$ cat config.mk
export PLATFORM = sky130hd
export DESIGN_NAME = wdt_halt_ctrl
export DESIGN_NICKNAME = d
export VERILOG_FILES = /design/src/logic/wdt_halt_pkg.sv /design/src/logic/wdt_halt_ctrl.sv
export SDC_FILE = /design/constraint.sdc
export NUM_CORES = 1
export LEC_CHECK = 0
export ABC_AREA = 0
export BUFFER_PORTS_ARGS = -buffer_cell sky130_fd_sc_hd__buf_2
export CAP_MARGIN = 20
export CORE_MARGIN = 1.5
export CORE_UTILIZATION = 46
export CTS_CLUSTER_SIZE = 20
export DETAILED_ROUTE_END_ITERATION = 6
export GPL_TIMING_DRIVEN = 0
export PLACE_DENSITY = 0.77
export SYNTH_ARGS = -nofsm -noshare
export SYNTH_HDL_FRONTEND = slang
export SYNTH_SLANG_ARGS = --single-unit
$ cat constraint.sdc
create_clock -name MCLK_I -period 3 [get_ports MCLK_I]
set_input_delay 0.6 -clock MCLK_I [delete_from_list [all_inputs] [get_ports MCLK_I]]
set_output_delay 0.6 -clock MCLK_I [all_outputs]
set_load 0.01 [all_outputs]
$ cat src/logic/wdt_halt_pkg.sv
// constants for the watchdog and power-down control block
package wdt_halt_pkg;
    // register byte offsets on the bus
    localparam logic [7:0] ADDR_CTRL = 8'h00;
    localparam logic [7:0] ADDR_STATUS = 8'h04;
    localparam logic [7:0] ADDR_MASK = 8'h08;
    localparam logic [7:0] ADDR_COUNT = 8'h0C;
    localparam logic [7:0] ADDR_STATE = 8'h10;
    // control byte bits 7..3 are held as a 5-bit field
    localparam int CTL_LSB = 3;
    localparam int CTL_W = 5;
    localparam int CTL_HWE = 4;
    localparam int CTL_SEL_HI = 3;
    localparam int CTL_SEL_LO = 1;
    localparam int CTL_INH = 0;
    // halt watchdog on, period code 001, stop inhibited
    localparam logic [4:0] CTRL_RST = 5'h13;
    // event bits of status and mask
    localparam int EV_TIMEOUT = 0;
    localparam int EV_HALT = 1;
    localparam int EV_STOP = 2;
    localparam int EV_WAKE = 3;
    localparam int EV_W = 4;
    // watchdog periods in crystal cycles, codes 001..111
    localparam int CNT_W = 23;
    localparam logic [23:0] PER_C1 = 24'h010000;
    localparam logic [23:0] PER_C2 = 24'h020000;
    localparam logic [23:0] PER_C3 = 24'h040000;
    localparam logic [23:0] PER_C4 = 24'h080000;
    localparam logic [23:0] PER_C5 = 24'h100000;
    localparam logic [23:0] PER_C6 = 24'h200000;
    localparam logic [23:0] PER_C7 = 24'h800000;
    localparam logic [15:0] RESTART_ADDR = 16'h0020;
    typedef enum logic [1:0] {
        ST_RUN = 2'b00,
        ST_HALT = 2'b01,
        ST_STOP = 2'b11
    } pwr_state_t;
endpackage

$ cat src/logic/wdt_halt_ctrl.sv
// watchdog timer with halt and stop control, registers on an ahb-lite slave
module wdt_halt_ctrl #(
    parameter logic [23:0] WDT_P1 = wdt_halt_pkg::PER_C1,
    parameter logic [23:0] WDT_P2 = wdt_halt_pkg::PER_C2,
    parameter logic [23:0] WDT_P3 = wdt_halt_pkg::PER_C3,
    parameter logic [23:0] WDT_P4 = wdt_halt_pkg::PER_C4,
    parameter logic [23:0] WDT_P5 = wdt_halt_pkg::PER_C5,
    parameter logic [23:0] WDT_P6 = wdt_halt_pkg::PER_C6,
    parameter logic [23:0] WDT_P7 = wdt_halt_pkg::PER_C7
) (
    input wire logic MCLK_I,
    input wire logic ARST_N_I,
    input wire logic HSEL_I,
    input wire logic [31:0] HADDR_I,
    input wire logic [1:0] HTRANS_I,
    input wire logic HWRITE_I,
    input wire logic [2:0] HSIZE_I,
    input wire logic [31:0] HWDATA_I,
    input wire logic HREADY_I,
    output logic [31:0] HRDATA_O,
    output logic HREADYOUT_O,
    output logic HRESP_O,
    input wire logic INSTR_DONE_I,
    input wire logic EXEC_HALT_I,
    input wire logic EXEC_STOP_I,
    input wire logic WDT_KICK_I,
    input wire logic IRQ_PEND_I,
    output logic CPU_CLK_EN_O,
    output logic WAKE_O,
    output logic WDT_RST_O,
    output logic [15:0] RESTART_ADDR_O,
    output logic IRQ_O
);

    logic wr_wait_ff;
    logic [7:0] waddr_ff;
    logic [31:0] rdata_ff;
    logic [4:0] ctrl_ff;
    logic [4:0] nxt_ctrl;
    logic first_open_ff;
    logic [3:0] status_ff;
    logic [3:0] mask_ff;
    logic [3:0] nxt_status;
    logic [22:0] count_ff;
    logic [22:0] nxt_count;
    logic wdt_rst_ff;
    logic wake_ff;
    logic cpu_clk_en_ff;
    wdt_halt_pkg::pwr_state_t state_ff;
    wdt_halt_pkg::pwr_state_t nxt_state;
    logic halt_ev;
    logic stop_ev;
    logic wake_ev;
    logic [23:0] per_tab [8];

    // bus decode; hsize is not checked, every access is a word
    wire addr_ok = HSEL_I & HTRANS_I[1] & HREADY_I;
    wire rd_acc = addr_ok & ~HWRITE_I;
    wire wr_acc = addr_ok & HWRITE_I;
    wire [7:0] raddr = HADDR_I[7:0];
    wire ctl_wr = wr_wait_ff & (waddr_ff == wdt_halt_pkg::ADDR_CTRL);
    wire msk_wr = wr_wait_ff & (waddr_ff == wdt_halt_pkg::ADDR_MASK);
    wire st_rd = rd_acc & (raddr == wdt_halt_pkg::ADDR_STATUS);
    wire [31:0] rd_mux =
        (raddr == wdt_halt_pkg::ADDR_CTRL) ? {24'h0, ctrl_ff, 3'h0} :
        (raddr == wdt_halt_pkg::ADDR_STATUS) ? {28'h0, status_ff} :
        (raddr == wdt_halt_pkg::ADDR_MASK) ? {28'h0, mask_ff} :
        (raddr == wdt_halt_pkg::ADDR_COUNT) ? {9'h0, count_ff} :
        (raddr == wdt_halt_pkg::ADDR_STATE) ? {29'h0, first_open_ff, state_ff} :
        32'h0;

    // watchdog period selection and counting
    assign per_tab[0] = 24'h0;
    assign per_tab[1] = WDT_P1;
    assign per_tab[2] = WDT_P2;
    assign per_tab[3] = WDT_P3;
    assign per_tab[4] = WDT_P4;
    assign per_tab[5] = WDT_P5;
    assign per_tab[6] = WDT_P6;
    assign per_tab[7] = WDT_P7;
    wire [2:0] sel = ctrl_ff[wdt_halt_pkg::CTL_SEL_HI:wdt_halt_pkg::CTL_SEL_LO];
    wire [23:0] per_m1 = per_tab[sel] - 24'h1;
    wire halted = state_ff == wdt_halt_pkg::ST_HALT;
    wire counting = (sel != 3'h0)
        & (state_ff != wdt_halt_pkg::ST_STOP)
        & ~(halted & ~ctrl_ff[wdt_halt_pkg::CTL_HWE]);
    // >= so that shortening the period mid-count still fires
    wire expire = counting & ~WDT_KICK_I & ({1'b0, count_ff} >= per_m1);

    always_comb begin
        nxt_count = count_ff;
        if (expire | WDT_KICK_I) begin
            nxt_count = 23'h0;
        end else if (counting) begin
            nxt_count = count_ff + 23'h1;
        end
    end

    // control byte; time-out restores reset values and reopens the window
    always_comb begin
        nxt_ctrl = ctrl_ff;
        if (expire) begin
            nxt_ctrl = wdt_halt_pkg::CTRL_RST;
        end else if (ctl_wr & first_open_ff) begin
            nxt_ctrl = HWDATA_I[7:3];
        end
    end

    // power state machine
    always_comb begin
        nxt_state = state_ff;
        halt_ev = 1'b0;
        stop_ev = 1'b0;
        wake_ev = 1'b0;
        if (expire) begin
            nxt_state = wdt_halt_pkg::ST_RUN;
        end else begin
            case (state_ff)
                wdt_halt_pkg::ST_RUN: begin
                    if (EXEC_HALT_I) begin
                        nxt_state = wdt_halt_pkg::ST_HALT;
                        halt_ev = 1'b1;
                    end else if (EXEC_STOP_I & ~ctrl_ff[wdt_halt_pkg::CTL_INH]) begin
                        nxt_state = wdt_halt_pkg::ST_STOP;
                        stop_ev = 1'b1;
                    end
                end
                wdt_halt_pkg::ST_HALT, wdt_halt_pkg::ST_STOP: begin
                    if (IRQ_PEND_I) begin
                        nxt_state = wdt_halt_pkg::ST_RUN;
                        wake_ev = 1'b1;
                    end
                end
                default: begin
                    nxt_state = wdt_halt_pkg::ST_RUN;
                end
            endcase
        end
    end

    // sticky events; a set in the clearing read's cycle survives
    wire [3:0] ev = {wake_ev, stop_ev, halt_ev, expire};
    assign nxt_status = (status_ff & ~{4{st_rd}}) | ev;

    always_ff @(posedge MCLK_I or negedge ARST_N_I) begin
        if (!ARST_N_I) begin
            wr_wait_ff <= 1'b0;
            waddr_ff <= 8'h0;
            rdata_ff <= 32'h0;
            mask_ff <= 4'h0;
            status_ff <= 4'h0;
        end else begin
            wr_wait_ff <= wr_acc;
            waddr_ff <= wr_acc ? raddr : waddr_ff;
            rdata_ff <= rd_acc ? rd_mux : rdata_ff;
            mask_ff <= msk_wr ? HWDATA_I[3:0] : mask_ff;
            status_ff <= nxt_status;
        end
    end

    always_ff @(posedge MCLK_I or negedge ARST_N_I) begin
        if (!ARST_N_I) begin
            ctrl_ff <= wdt_halt_pkg::CTRL_RST;
            first_open_ff <= 1'b1;
            count_ff <= 23'h0;
        end else begin
            ctrl_ff <= nxt_ctrl;
            // window closes when the first instruction retires
            first_open_ff <= expire | (first_open_ff & ~INSTR_DONE_I);
            count_ff <= nxt_count;
        end
    end

    always_ff @(posedge MCLK_I or negedge ARST_N_I) begin
        if (!ARST_N_I) begin
            state_ff <= wdt_halt_pkg::ST_RUN;
            cpu_clk_en_ff <= 1'b1;
            wake_ff <= 1'b0;
            wdt_rst_ff <= 1'b0;
        end else begin
            state_ff <= nxt_state;
            cpu_clk_en_ff <= nxt_state == wdt_halt_pkg::ST_RUN;
            wake_ff <= wake_ev;
            wdt_rst_ff <= expire;
        end
    end

    // writes take one wait state so a following read sees the new value
    assign HREADYOUT_O = ~wr_wait_ff;
    assign HRESP_O = 1'b0;
    assign HRDATA_O = rdata_ff;
    assign CPU_CLK_EN_O = cpu_clk_en_ff;
    // the core's saved return address already points past the halt
    assign WAKE_O = wake_ff;
    assign WDT_RST_O = wdt_rst_ff;
    assign RESTART_ADDR_O = wdt_halt_pkg::RESTART_ADDR;
    assign IRQ_O = |(status_ff & mask_ff);
endmodule

Word level (Yosys, flattened, before mapping)
Memories as Yosys holds them, arrays and structs flattened.
Cells that the tools add are included.
- $add $sub $neg: 2
- order comparisons: 2
- equality and inequality tests: 8
- mux-type cells: 26
- bitwise operators: 29
- reduce and logical (&&, ||, !) cells: 9
- operators with widths (kind ; number):
    $mux 23 ; 6
    $mux 24 ; 2
    $eq 8x4->1 const B ; 3
    $ge 23x24->1 ; 1
    $sub 24x1->24 const B ; 1
    $add 23x1->23 const B ; 1
    $logic_not 8->1 ; 2
    $and 1x1->1 ; 15
    $mux 1 ; 10
    $mux 5 ; 2
    $and 4x4->4 ; 2
    $eq 8x3->1 const B ; 1
    $eq 8x5->1 const B ; 1
    $mux 2 ; 4
    $not 1->1 ; 7
    $ge 4x4->1 const B ; 1
    $logic_not 2->1 ; 2
    $not 3->4 ; 1
    $not 4->4 ; 1
    $or 4x4->4 ; 1
    $pmux 2 s2 ; 1
    $reduce_bool 2->1 ; 2
    $reduce_or 4->1 ; 1
    $mux 3 ; 1
    other kinds (6) ; 7
- flip-flop bits (word level): 83
- bits in read-only memories: 192
- output and inout port bits: 54
- memories: 1
- memories (memory ; words ; bits a word ; read ports ; clocked after memory_dff ; write ports ; line ; source):
    (no name shown) ; 8 ; 24 ; 1 ; 0 ; 0 ; wdt_halt_ctrl.sv:82 ; wire [23:0] per_m1 = per_tab[sel] - 24'h1;

Longest topological paths before layout
Gate-level depths: netlist of the first run.
- depth after elaboration: 9
- depth in mapped cells: 14

Worst setup path before layout of the first run
Ideal clock, no wire load.
- path kind: register to register
- start point: register ctrl_ff[2]
- end point: register status_ff[0]
- setup time: 0.118 ns
- arrival: 3.008 ns
- data required time: 2.882 ns
- setup slack: -0.126 ns
- stages on the path, launching flop included: 15
- buffers on the path: 2
- path through: dfrtp_1 > buf_2 > inv_1 > ha_1 > nand2_1 > nor3_1 > or3_1 > ha_1 > a21o_1 > a21o_1 > a2111o_1 > o21ai_4 > nor3_4 > buf_6 > a21o_1
- cells in the longest elaborated chain, start to end: 8
- elaborated cells on any way between the ends: 12
- ends and longest elaborated chain (element ; line ; source):
    start: declaration ; wdt_halt_ctrl.sv:38 ; logic [4:0] ctrl_ff;
    start signal: assignment ; wdt_halt_ctrl.sv:163 ; ctrl_ff <= wdt_halt_pkg::CTRL_RST;
    start signal: assignment ; wdt_halt_ctrl.sv:167 ; ctrl_ff <= nxt_ctrl;
    $not 3->4 (not written as such) ; wdt_halt_ctrl.sv:82 ;
    $mem_v2 8x24 ; -- ;
    $mux 24 (not written as such) (2 in a row) ; wdt_halt_ctrl.sv:82 ;
    $sub 24x1->24 ; wdt_halt_ctrl.sv:82 ;
    $ge 23x24->1 ; wdt_halt_ctrl.sv:88 ; wire expire = counting & ~WDT_KICK_I & ({1'b0, count_ff} >= per_m1);
    $and 1x1->1 * ; wdt_halt_ctrl.sv:88 ;
    net expire ; wdt_halt_ctrl.sv:88 ;
    $or 4x4->4 * ; wdt_halt_ctrl.sv:143 ; assign nxt_status = (status_ff & ~{4{st_rd}}) | ev;
    net nxt_status[0] ; wdt_halt_ctrl.sv:43 ; logic [3:0] nxt_status;
    end signal: assignment ; wdt_halt_ctrl.sv:157 ; status_ff <= nxt_status;
    end: declaration ; wdt_halt_ctrl.sv:41 ; logic [3:0] status_ff;
The timed path passes the listed nets; every way through them passes the cells marked *. The select of a mux whose other input is x is not followed.
A chain may end at the register's enable or synchronous reset.

Final worst setup path of the first run
Ends and elaborated chain as after synthesis.

==> results.cfg, run 1 <==
[outcome]
outcome = finished, final reports clean

[drt]
first_pass_iters = 4
wl_per_cell_um = 13.9
ant_nets = 0
avgViaCountPerCell = 5.14
drt_iter0_markers = 144
drc_errors = 0
via_count = 3225
routed_wl_mm = 8.72

[critical_path]
r2r_end = status_ff[0]$_DFF_PN0_
crit_top_cell = a21o_1
crit_chain = buf_6, inv_6, ha_4, nand2_1, nor3_1, or3_4, ha_4, a21o_1, a21o_1, a2111o_1, o21ai_4, nor3_4, buf_6, a21o_1
cp_max_fo = 7
cp.arrival_ps = 3150
crit_path_end_kind = register
cp-start-kind = register
crit_path_top_delay_cell = dfrtp_1
reg2regPathDepth = 14
r2r-start = ctrl_ff[2]$_DFFE_PN0P_
slowest_delay_ps = 400
regToRegSetupSlack_ps = 110
path_class = register to register
required_ps = 3250

[die]
die_x_um = 95.3
ios = 133
die_area_sq_um = 9070
fp-row-count = 33
die_h_um = 95.3
start_util_pct = 47.6
core_area_sq_um = 8220

[place]
port_buffers = 54
dp_slack_ps = -136
place_congestion = 0.878
placedCellCount = 606
placedInstanceArea_sq_um = 4410
dp_hpwl_mm = 6.23

[cells_and_area]
nets = 605
register_area_sq_um = 1860
multiInputGateArea_sq_um = 1860
diodes = 0
final_cell_area_sq_um = 4710
fin_util_pct = 57.3
drive_above_1_share_pct = 25.7
area_growth_syn_to_layout_pct = 20.3
fill_cells = 731
layoutNonFillerInstCount = 627

[sta]
tns_ps = 0
whs_ps = 363
finalSetupViolCount = 0
timing.final.crit_period_ps = 2890
worst_pin_slew_ps = 928
finalCritPeriodShare_pct = 96.5
hold_viol = 0
fmax_mhz = 346
maxSlewViolCount = 0
worst_slack_ps = 106
finClkSkew_ps = 7.22
slew_headroom_pct = 38.2

[synth]
synth_top_area_share_pct = 44.1
synth_area_leader_cell = dfrtp_1
ys_top_cells_by_area = dfrtp_1, nand2_1, nor2_1, buf_4, dfstp_2
synth_edf_count = 0
syn_area_sq_um = 3920
synth_seq_cells = 74
ys_types = 52
synth_flop_cell = dfrtp_1
ys_async_sr_fraction_pct = 100
syn_inst = 423
syn_area_per_cell_sq_um = 9.26
ys_seq_area_share_pct = 47.5
yosysWarnings = 0

[cts]
cts_buffer_depth = 2
cts_max_level = 3
path_clk_slew_ps = 80
clkLatencyLatePin_ps = 350
cts_tree = built
numCtsBuffers = 9
cts_hold_buf = 0
clock-sinks = 74
cts_root_buf = clkbuf_8

[pwr]
p_leak_nw = 2.30
p_sw_share_pct = 28.0
power.internal_mw = 1.59
p_total_mw = 2.21
combPwrFrac_pct = 14.7
ir_drop_uv = 369
cellPowerDensity_nw_per_um2 = 470
pwr-share-seq_pct = 50.3
p_switching_mw = 0.620
power.share.clock_pct = 35.0

[global_routing]
grt_pass1_wl_mm = 14.1
grt_use_total_pct = 20.3
overflow = 0
grt_pass1_vias = 3058
grt_max_degree = 75
antenna_found_initial = 0

[worst_hold_path]
hp-class = input port to async pin

[job]
max-cap-violations = 0
## synth_stat cells, drive strengths merged (2+ instances only)
| library cell | number |
|---|---|
| a221oi | 8 |
| buf | 35 |
| ha | 9 |
| mux2 | 4 |
| a21oi | 14 |
| nand3 | 11 |
| and4 | 3 |
| inv | 11 |
| a211o | 3 |
| nor2b | 5 |
| or3 | 2 |
| nor3 | 8 |
| nand2 | 78 |
| a21o | 6 |
| o2111ai | 4 |
| o31ai | 3 |
| mux2i | 4 |
| clkbuf | 5 |
| o21ai | 23 |
| nor2 | 57 |
| nand4 | 2 |
| nand3b | 3 |
| a22oi | 6 |
| nand2b | 3 |
| xnor2 | 14 |
| conb | 2 |
| o211ai | 2 |
| xor2 | 7 |
| and3 | 4 |
| dfrtp | 69 |
| dfstp | 5 |
## registers in the layout (all words and copies together), names as in the netlist
| signal | cells |
|---|---|
| WAKE_O | 1 |
| ctrl_ff | 5 |
| first_open_ff | 1 |
| status_ff | 4 |
| waddr_ff | 8 |
| state_ff | 2 |
| CPU_CLK_EN_O | 1 |
| wr_wait_ff | 1 |
| mask_ff | 4 |
| count_ff | 23 |
| HRDATA_O | 23 |
| WDT_RST_O | 1 |
## critical path: cells and delay by family, from the launching register on
| kind | cells | cell delay (ps) |
|---|---|---|
| AOI/OAI and AO/OA | 5 | 1020 |
| adders and majority gates | 2 | 420 |
| buffers and inverters | 3 | 350 |
| DFF | 1 | 400 |
| and+or+nand+nor | 4 | 590 |
## placed cells by master (no fill, tap or decap), types with 6 or more instances in the layout
| cell | n |
|---|---|
| a221oi_1 | 8 |
| conb_1 | 26 |
| clkbuf_1 | 6 |
| ha_1 | 6 |
| a21o_1 | 6 |
| nor2_1 | 56 |
| nand2_1 | 78 |
| buf_4 | 32 |
| xnor2_1 | 14 |
| buf_2 | 56 |
| o21ai_0 | 20 |
| xor2_1 | 7 |
| clkbuf_8 | 9 |
| a22oi_1 | 6 |
| dfrtp_1 | 68 |
| a21oi_1 | 13 |
| nand3_1 | 11 |
| inv_1 | 10 |
## logic make-up (layout without fill, tap and decap cells)
family	Yosys count	count (layout)	synth area share (%)
compound gates	74	74	13.2
xor+xnor	21	21	4.70
fa+ha+maj	9	9	2.88
buf+inv	52	127	8.37
flops	74	74	47.5
mux	8	8	2.17
other cells	2	26	0.192
simple gates	183	183	21.0
## metal layers
| metal | share of wire [%] | global-route usage, % | wire (um) |
|---|---|---|---|
| met1 | 45 | 25.7 | 3890 |
| met3 | 4.8 | 5.34 | 421 |
| met5 | 0 | 0 | 0 |
| met2 | 50 | 33.9 | 4320 |
| met4 | 1.0 | 6.09 | 88 |
## final cells by class
cell class,count,area share (%)
clock buffers,10,2.71
multi-input cells,321,39.5
clock inverters,6,1.38
well taps,105,2.79
flip-flops and latches,74,39.5
inverters,12,1.06
repair buffers,59,6.93
plain buffers,40,6.14
## power groups by stage
stage / registers, mW / logic, mW / clock network, mW
2_1_floorplan: 1.13 / 0.200 / 0
3_3_place_gp: 1.13 / 0.292 / 0
3_5_place_dp: 1.13 / 0.303 / 0
4_1_cts: 1.11 / 0.308 / 0.789
5_1_grt: 1.12 / 0.363 / 0.838
6_report: 1.11 / 0.325 / 0.776
## repair_timing
item | in CTS | in global routing
buffers inserted | 2 | 2
cloned | 1 | 0
gates resized for setup | 3 | 9
setup endpoints to repair | 34 | 37
pin swaps | 5 | 6
## how the worst max path moves through the flow
stage                            from  slack (ps)  cells past startpoint                endpoint
6_report       ctrl_ff[2]$_DFFE_PN0P_         110                     14  status_ff[0]$_DFF_PN0_
5_1_grt        ctrl_ff[2]$_DFFE_PN0P_         -20                     14  status_ff[0]$_DFF_PN0_
4_1_cts        ctrl_ff[2]$_DFFE_PN0P_          20                     14  status_ff[0]$_DFF_PN0_
3_5_place_dp   ctrl_ff[2]$_DFFE_PN0P_        -140                     14  status_ff[0]$_DFF_PN0_
3_3_place_gp   ctrl_ff[2]$_DFFE_PN0P_        -110                     14  status_ff[0]$_DFF_PN0_
2_1_floorplan  ctrl_ff[2]$_DFFE_PN0P_          80                     14  status_ff[0]$_DFF_PN0_
Power figures use the tool's default switching activity.
==> run 2: changes to the inputs <==
ABC_AREA = 1   (was 0)
PLACE_DENSITY = 0.76   (was 0.77)
==> run 2 against run 1 <==
Effect of this change:
- sequential cell count stayed put
- non-clock buffer count decreased by 10
- synthesized area increased by 4.1%
- critical endpoint is now count_ff[3]$_DFFE_PN0P_
- worst setup slack gained 350 ps
- fmax is 14% higher
- sequential power increased by 5%
- largest cell class is now sequential cells
- final area rose by 1.8%
- first-iteration DRC count rose by 36%
- global-route usage increased by 0.091 points
==> results.cfg, run 2 <==
[drt]
wl_met2_mm = 4.20
first_pass_iters = 4
wl_met3_um = 446
ant_nets = 0
via_count = 3558
wl_per_cell_um = 12.6
met1Wirelength_mm = 4.20
top_layer = met4
drc_errors = 0
routed_wl_mm = 9.07
drt_iter0_markers = 196
avgViaCountPerCell = 4.96

[global_routing]
grt_pass1_vias = 3429
overflow = 0
grt_use_total_pct = 20.4
grt_pass1_wl_mm = 15.6
grt_max_degree = 53
antenna_found_initial = 0

[place]
port_buffers = 54
dp_slack_ps = 485
place_congestion = 0.848
dp_hpwl_mm = 6.98
placedCellCount = 702
placedInstanceArea_sq_um = 4600

[sta]
finalSetupViolCount = 0
tns_ps = 0
slew_headroom_pct = 66.5
hold_viol = 0
finalCritPeriodShare_pct = 84.8
timing.final.crit_period_ps = 2540
worst_pin_slew_ps = 499
finClkSkew_ps = 13.4
rsz0062_at_grt = false
maxSlewViolCount = 0
worst_slack_ps = 456
whs_ps = 142
fmax_mhz = 393

[critical_path]
path_delay_family = simple AND/OR/NAND/NOR gates
cp.arrival_ps = 2780
crit_path_top_delay_cell = dfrtp_1
crit_chain = inv_2, ha_1, inv_1, nand2_1, nand2_1, o21ai_0, ha_1, and3_1, nand3_1, o21ai_1, nand2_1, nand2_2, nand2_2, nand2_2, buf_6, nor2_1
slowest_delay_ps = 490
crit_buf_inv = 3
path_class = register to register
cp_max_fo = 10
crit_path_end_kind = register
required_ps = 3240
cp-start-kind = register

[die]
fp-row-count = 34
ios = 133
die_h_um = 97.1
start_util_pct = 47.2
core_area_sq_um = 8640
die_x_um = 97.1
die_area_sq_um = 9430

[cts]
cts_buffer_depth = 2
cts_max_level = 3
clock-sinks = 74
cts_root_buf = clkbuf_8
path_clk_slew_ps = 80
clkLatencyLatePin_ps = 360
cts_hold_buf = 0
post-cts-setup-buffer-count = 0
numCtsBuffers = 9
cts_tree = built
post_cts_resized = 0

[synth]
synth_simple_gate_area_share_pct = 27.6
synth_seq_cells = 74
synth_top_area_share_pct = 42.4
synth_mux_area_share_pct = 0
synth_common_cells = nand2_1, dfrtp_1, inv_1, nor2_1, o21ai_0
ys_top_cells_by_area = dfrtp_1, nand2_1, inv_1, nor2_1, buf_4
ys_seq_area_share_pct = 45.6
synth_compound_area_share_pct = 8.08
yosysMostFrequentCell = nand2_1
synth_top_family_by_area = simple AND/OR/NAND/NOR gates
synthAdderAreaFrac_pct = 2.76
yosysWarnings = 0
syn_inst = 515
syn_area_sq_um = 4070
ys_async_sr_fraction_pct = 100
synth_flop_cell = dfrtp_1
synth-xor-area-share_pct = 3.01
syn_area_per_cell_sq_um = 7.91
ys_types = 36
synth_area_leader_cell = dfrtp_1
synth_edf_count = 0

[cells_and_area]
diodes = 0
nets = 693
final_common_cell = nand2_1
final_cell_area_sq_um = 4800
drive_above_1_share_pct = 20.2
fin_util_pct = 55.5
fill_cells = 820
layoutNonFillerInstCount = 718
area_growth_syn_to_layout_pct = 17.7
layout_common_cells = nand2_1, dfrtp_1, inv_1, nor2_1, buf_2

[pwr]
cellPowerDensity_nw_per_um2 = 496
p_leak_nw = 2.51
p_total_mw = 2.38
ir_drop_uv = 240

[worst_hold_path]
hp-class = input port to async pin

[job]
max-cap-violations = 0

[outcome]
outcome = finished, final reports clean
[run 2: area by class of cell]
cell class | count | area, sq um | share of cell area [%]
multi-input combinational | 361 | 1790 | 37.3
tap | 108 | 135 | 2.82
sequential | 74 | 1860 | 38.7
buffer | 34 | 255 | 5.32
clock buffer | 11 | 141 | 2.95
inverter | 70 | 263 | 5.48
timing repair buffer | 55 | 300 | 6.26
clock inverter | 5 | 55.1 | 1.15
[run 2: logic make-up (layout without fill, tap and decap cells)]
group,count (synthesis),in the layout
fa+ha+maj,9,9
flops,74,74
other cells,2,26
compound gates,62,62
buf+inv,104,175
simple gates,250,250
xor+xnor,14,14
[run 2: routing by layer]
layer	up-vias	GRT usage [%]
met5	-	0
met4	0	9.14
met3	18	3.53
met2	99	32.9
met1	1677	27.0
li1	1764	-
[run 2: final timing paths]
path	from	slack, ps	endpoint	cells past startpoint
setup / recovery	ctrl_ff[3]$_DFFE_PN0P_	460	count_ff[3]$_DFFE_PN0P_	16
hold / removal	ARST_N_I	140	HRDATA_O[1]$_DFFE_PN0P_	1
setup reg to reg	ctrl_ff[3]$_DFFE_PN0P_	460	count_ff[3]$_DFFE_PN0P_	16
hold reg to reg	HRDATA_O[15]$_DFFE_PN0P_	480	HRDATA_O[15]$_DFFE_PN0P_	2
max in group asynchronous	ARST_N_I	2250	ctrl_ff[4]$_DFFE_PN1P_	2
min in group MCLK_I	INSTR_DONE_I	390	first_open_ff$_DFF_PN1_	2
[run 2: where the power goes]
group / switching (mW) / internal [mW] / total, mW
Clock: 0.383 / 0.404 / 0.788
Sequential: 0.0829 / 1.09 / 1.17
Combinational: 0.246 / 0.170 / 0.416
==> run 3: changes to the inputs <==
ABC_AREA = 0   (was 1)
PLACE_DENSITY = 0.77   (was 0.76)
clock period = 2.1 ns   (was 3 ns; I/O delays follow)
==> run 3 against run 2 <==
Effect of this change:
- the flow now finishes with violations (setup timing)
- via count is 9.8% lower
- sequential power grew 37%
- register-to-register slack worse by 1200 ps
- die area is 3.8% lower
- clock skew fell by 4.8 ps
- final area decreased by 0.31%
- non-clock buffer count is 14 higher
- routed wire length is 4.7% lower
- critical path type unchanged
==> results.cfg, run 3 (synthesis results as in run 1) <==
[outcome]
outcome = finished, violations left
violations = setup timing

[sta]
maxSlewViolCount = 0
worst_slack_ps = -700
fmax_mhz = 357
timing.final.crit_period_ps = 2800
finClkSkew_ps = 8.65
worst_pin_slew_ps = 906
slew_headroom_pct = 39.6
finalCritPeriodShare_pct = 133
finalSetupViolCount = 38
hold_viol = 0
rsz0062_at_grt = true
whs_ps = 195

[cts]
numCtsBuffers = 9
cts_buffer_depth = 2
cts_root_buf = clkbuf_8
cts_max_level = 3
clock-sinks = 74
clkLatencyLatePin_ps = 350
cts_tree = built
cts_hold_buf = 0
path_clk_slew_ps = 80

[die]
die_x_um = 95.3
fp-row-count = 33
die_area_sq_um = 9070
core_area_sq_um = 8220
start_util_pct = 47.6
die_h_um = 95.3
ios = 133

[drt]
drt_iter0_markers = 131
routed_wl_mm = 8.64
wl_per_cell_um = 13.7
via_count = 3208
avgViaCountPerCell = 5.08
ant_nets = 0
first_pass_iters = 5
drc_errors = 0

[place]
place_congestion = 0.871
placedInstanceArea_sq_um = 4430
port_buffers = 54
dp_hpwl_mm = 6.31

[global_routing]
overflow = 0
antenna_found_initial = 0
gr-usage-met2_pct = 33.5
grt_busiest_layer = met2
grt_max_degree = 75
grt_use_total_pct = 20.7
gr-usage-met3_pct = 5.18
grt_pass1_wl_mm = 14.4
grt_pass1_vias = 3061
use_met1_pct = 27.5

[critical_path]
cp.arrival_ps = 3030
crit_path_end_kind = register
required_ps = 2330
cp_max_fo = 7
crit_chain = buf_6, inv_8, ha_4, a21oi_1, or3_4, ha_4, a21o_1, a21o_1, buf_4, o221a_4, o21ai_4, nor3_4, buf_6, o21ai_1
crit_path_top_delay_cell = or3_4
path_class = register to register
cp-start-kind = register
slowest_delay_ps = 410

[job]
max-cap-violations = 0

[cells_and_area]
area_growth_syn_to_layout_pct = 22.1
layout_common_cells = nand2_1, dfrtp_1, buf_2, nor2_1, buf_4
diodes = 0
nets = 609
final_cell_area_sq_um = 4780
drive_above_1_share_pct = 27.0
final_common_cell = nand2_1

[pwr]
ir_drop_uv = 582
cellPowerDensity_nw_per_um2 = 687
p_leak_nw = 2.32

[worst_hold_path]
hp-class = input port to async pin
-- run 3: layout make-up --
type | count | area, sq um
Fill cell | 748 | 3440
Multi-Input combinational cell | 321 | 1880
Sequential cell | 74 | 1860
Timing Repair Buffer | 63 | 344
Buffer | 40 | 293
Tap cell | 105 | 131
Clock buffer | 10 | 128
Clock inverter | 6 | 90.1
Inverter | 12 | 52.6
-- run 3: stage by stage --
| step | instances | power [mW] | utilization [%] | setup WS, ps | setup TNS [ps] |
|---|---|---|---|---|---|
| after global routing | 631 | 3.45 | 58.2 | -851 | -29270 |
| after detailed placement | 606 | 2.06 | 54.0 | -861 | -29370 |
| after CTS | 628 | 3.28 | 57.3 | -780 | -27050 |
| after global placement | 606 | 2.04 | 53.9 | -854 | -28760 |
| final | 631 | 3.29 | 58.2 | -700 | -23800 |
| after floorplan | 447 | 1.90 | - | -677 | -22380 |
-- run 3: report_power, final --
part | switching, mW | internal [mW]
clock | 0.543 | 0.674
combinational | 0.265 | 0.209
sequential | 0.0731 | 1.52
total | 0.881 | 2.40
-- run 3: critical path: cells and delay by family, from the launching register on --
family / cells / cell delay, ps
compound gates: 6 / 600
fa+ha+maj: 2 / 530
buf+inv: 4 / 450
flops: 1 / 370
simple gates: 2 / 750
-- run 3: layer usage --
| layer | routed length, um | part of all wire (%) |
|---|---|---|
| met5 | 0 | 0 |
| met4 | 140 | 1.6 |
| met3 | 525 | 6.1 |
| met2 | 4200 | 49 |
| met1 | 3780 | 44 |
-- run 3: path summary, 6_finish.rpt --
kind / from / to / slack [ps] / cells after the start
worst max-delay path: ctrl_ff[2]$_DFFE_PN0P_ / status_ff[2]$_DFF_PN0_ / -700 / 14
worst min register to register: HRDATA_O[16]$_DFFE_PN0P_ / HRDATA_O[16]$_DFFE_PN0P_ / 480 / 2
worst max register to register: ctrl_ff[2]$_DFFE_PN0P_ / status_ff[2]$_DFF_PN0_ / -700 / 14
min in group MCLK_I: HADDR_I[7] / waddr_ff[7]$_DFFE_PN0P_ / 270 / 3
worst min-delay path: ARST_N_I / waddr_ff[7]$_DFFE_PN0P_ / 200 / 1
max in group asynchronous: ARST_N_I / ctrl_ff[3]$_DFFE_PN0P_ / 1260 / 1
-- run 3: what timing repair did --
item / CTS / global route
pin swaps: 3 / 10
buffers inserted: 5 / 3
hold endpoints to repair: 0 / 0
cloned: 1 / 0
endpoints found under the setup margin: 38 / 38
gates resized for setup: 4 / 12
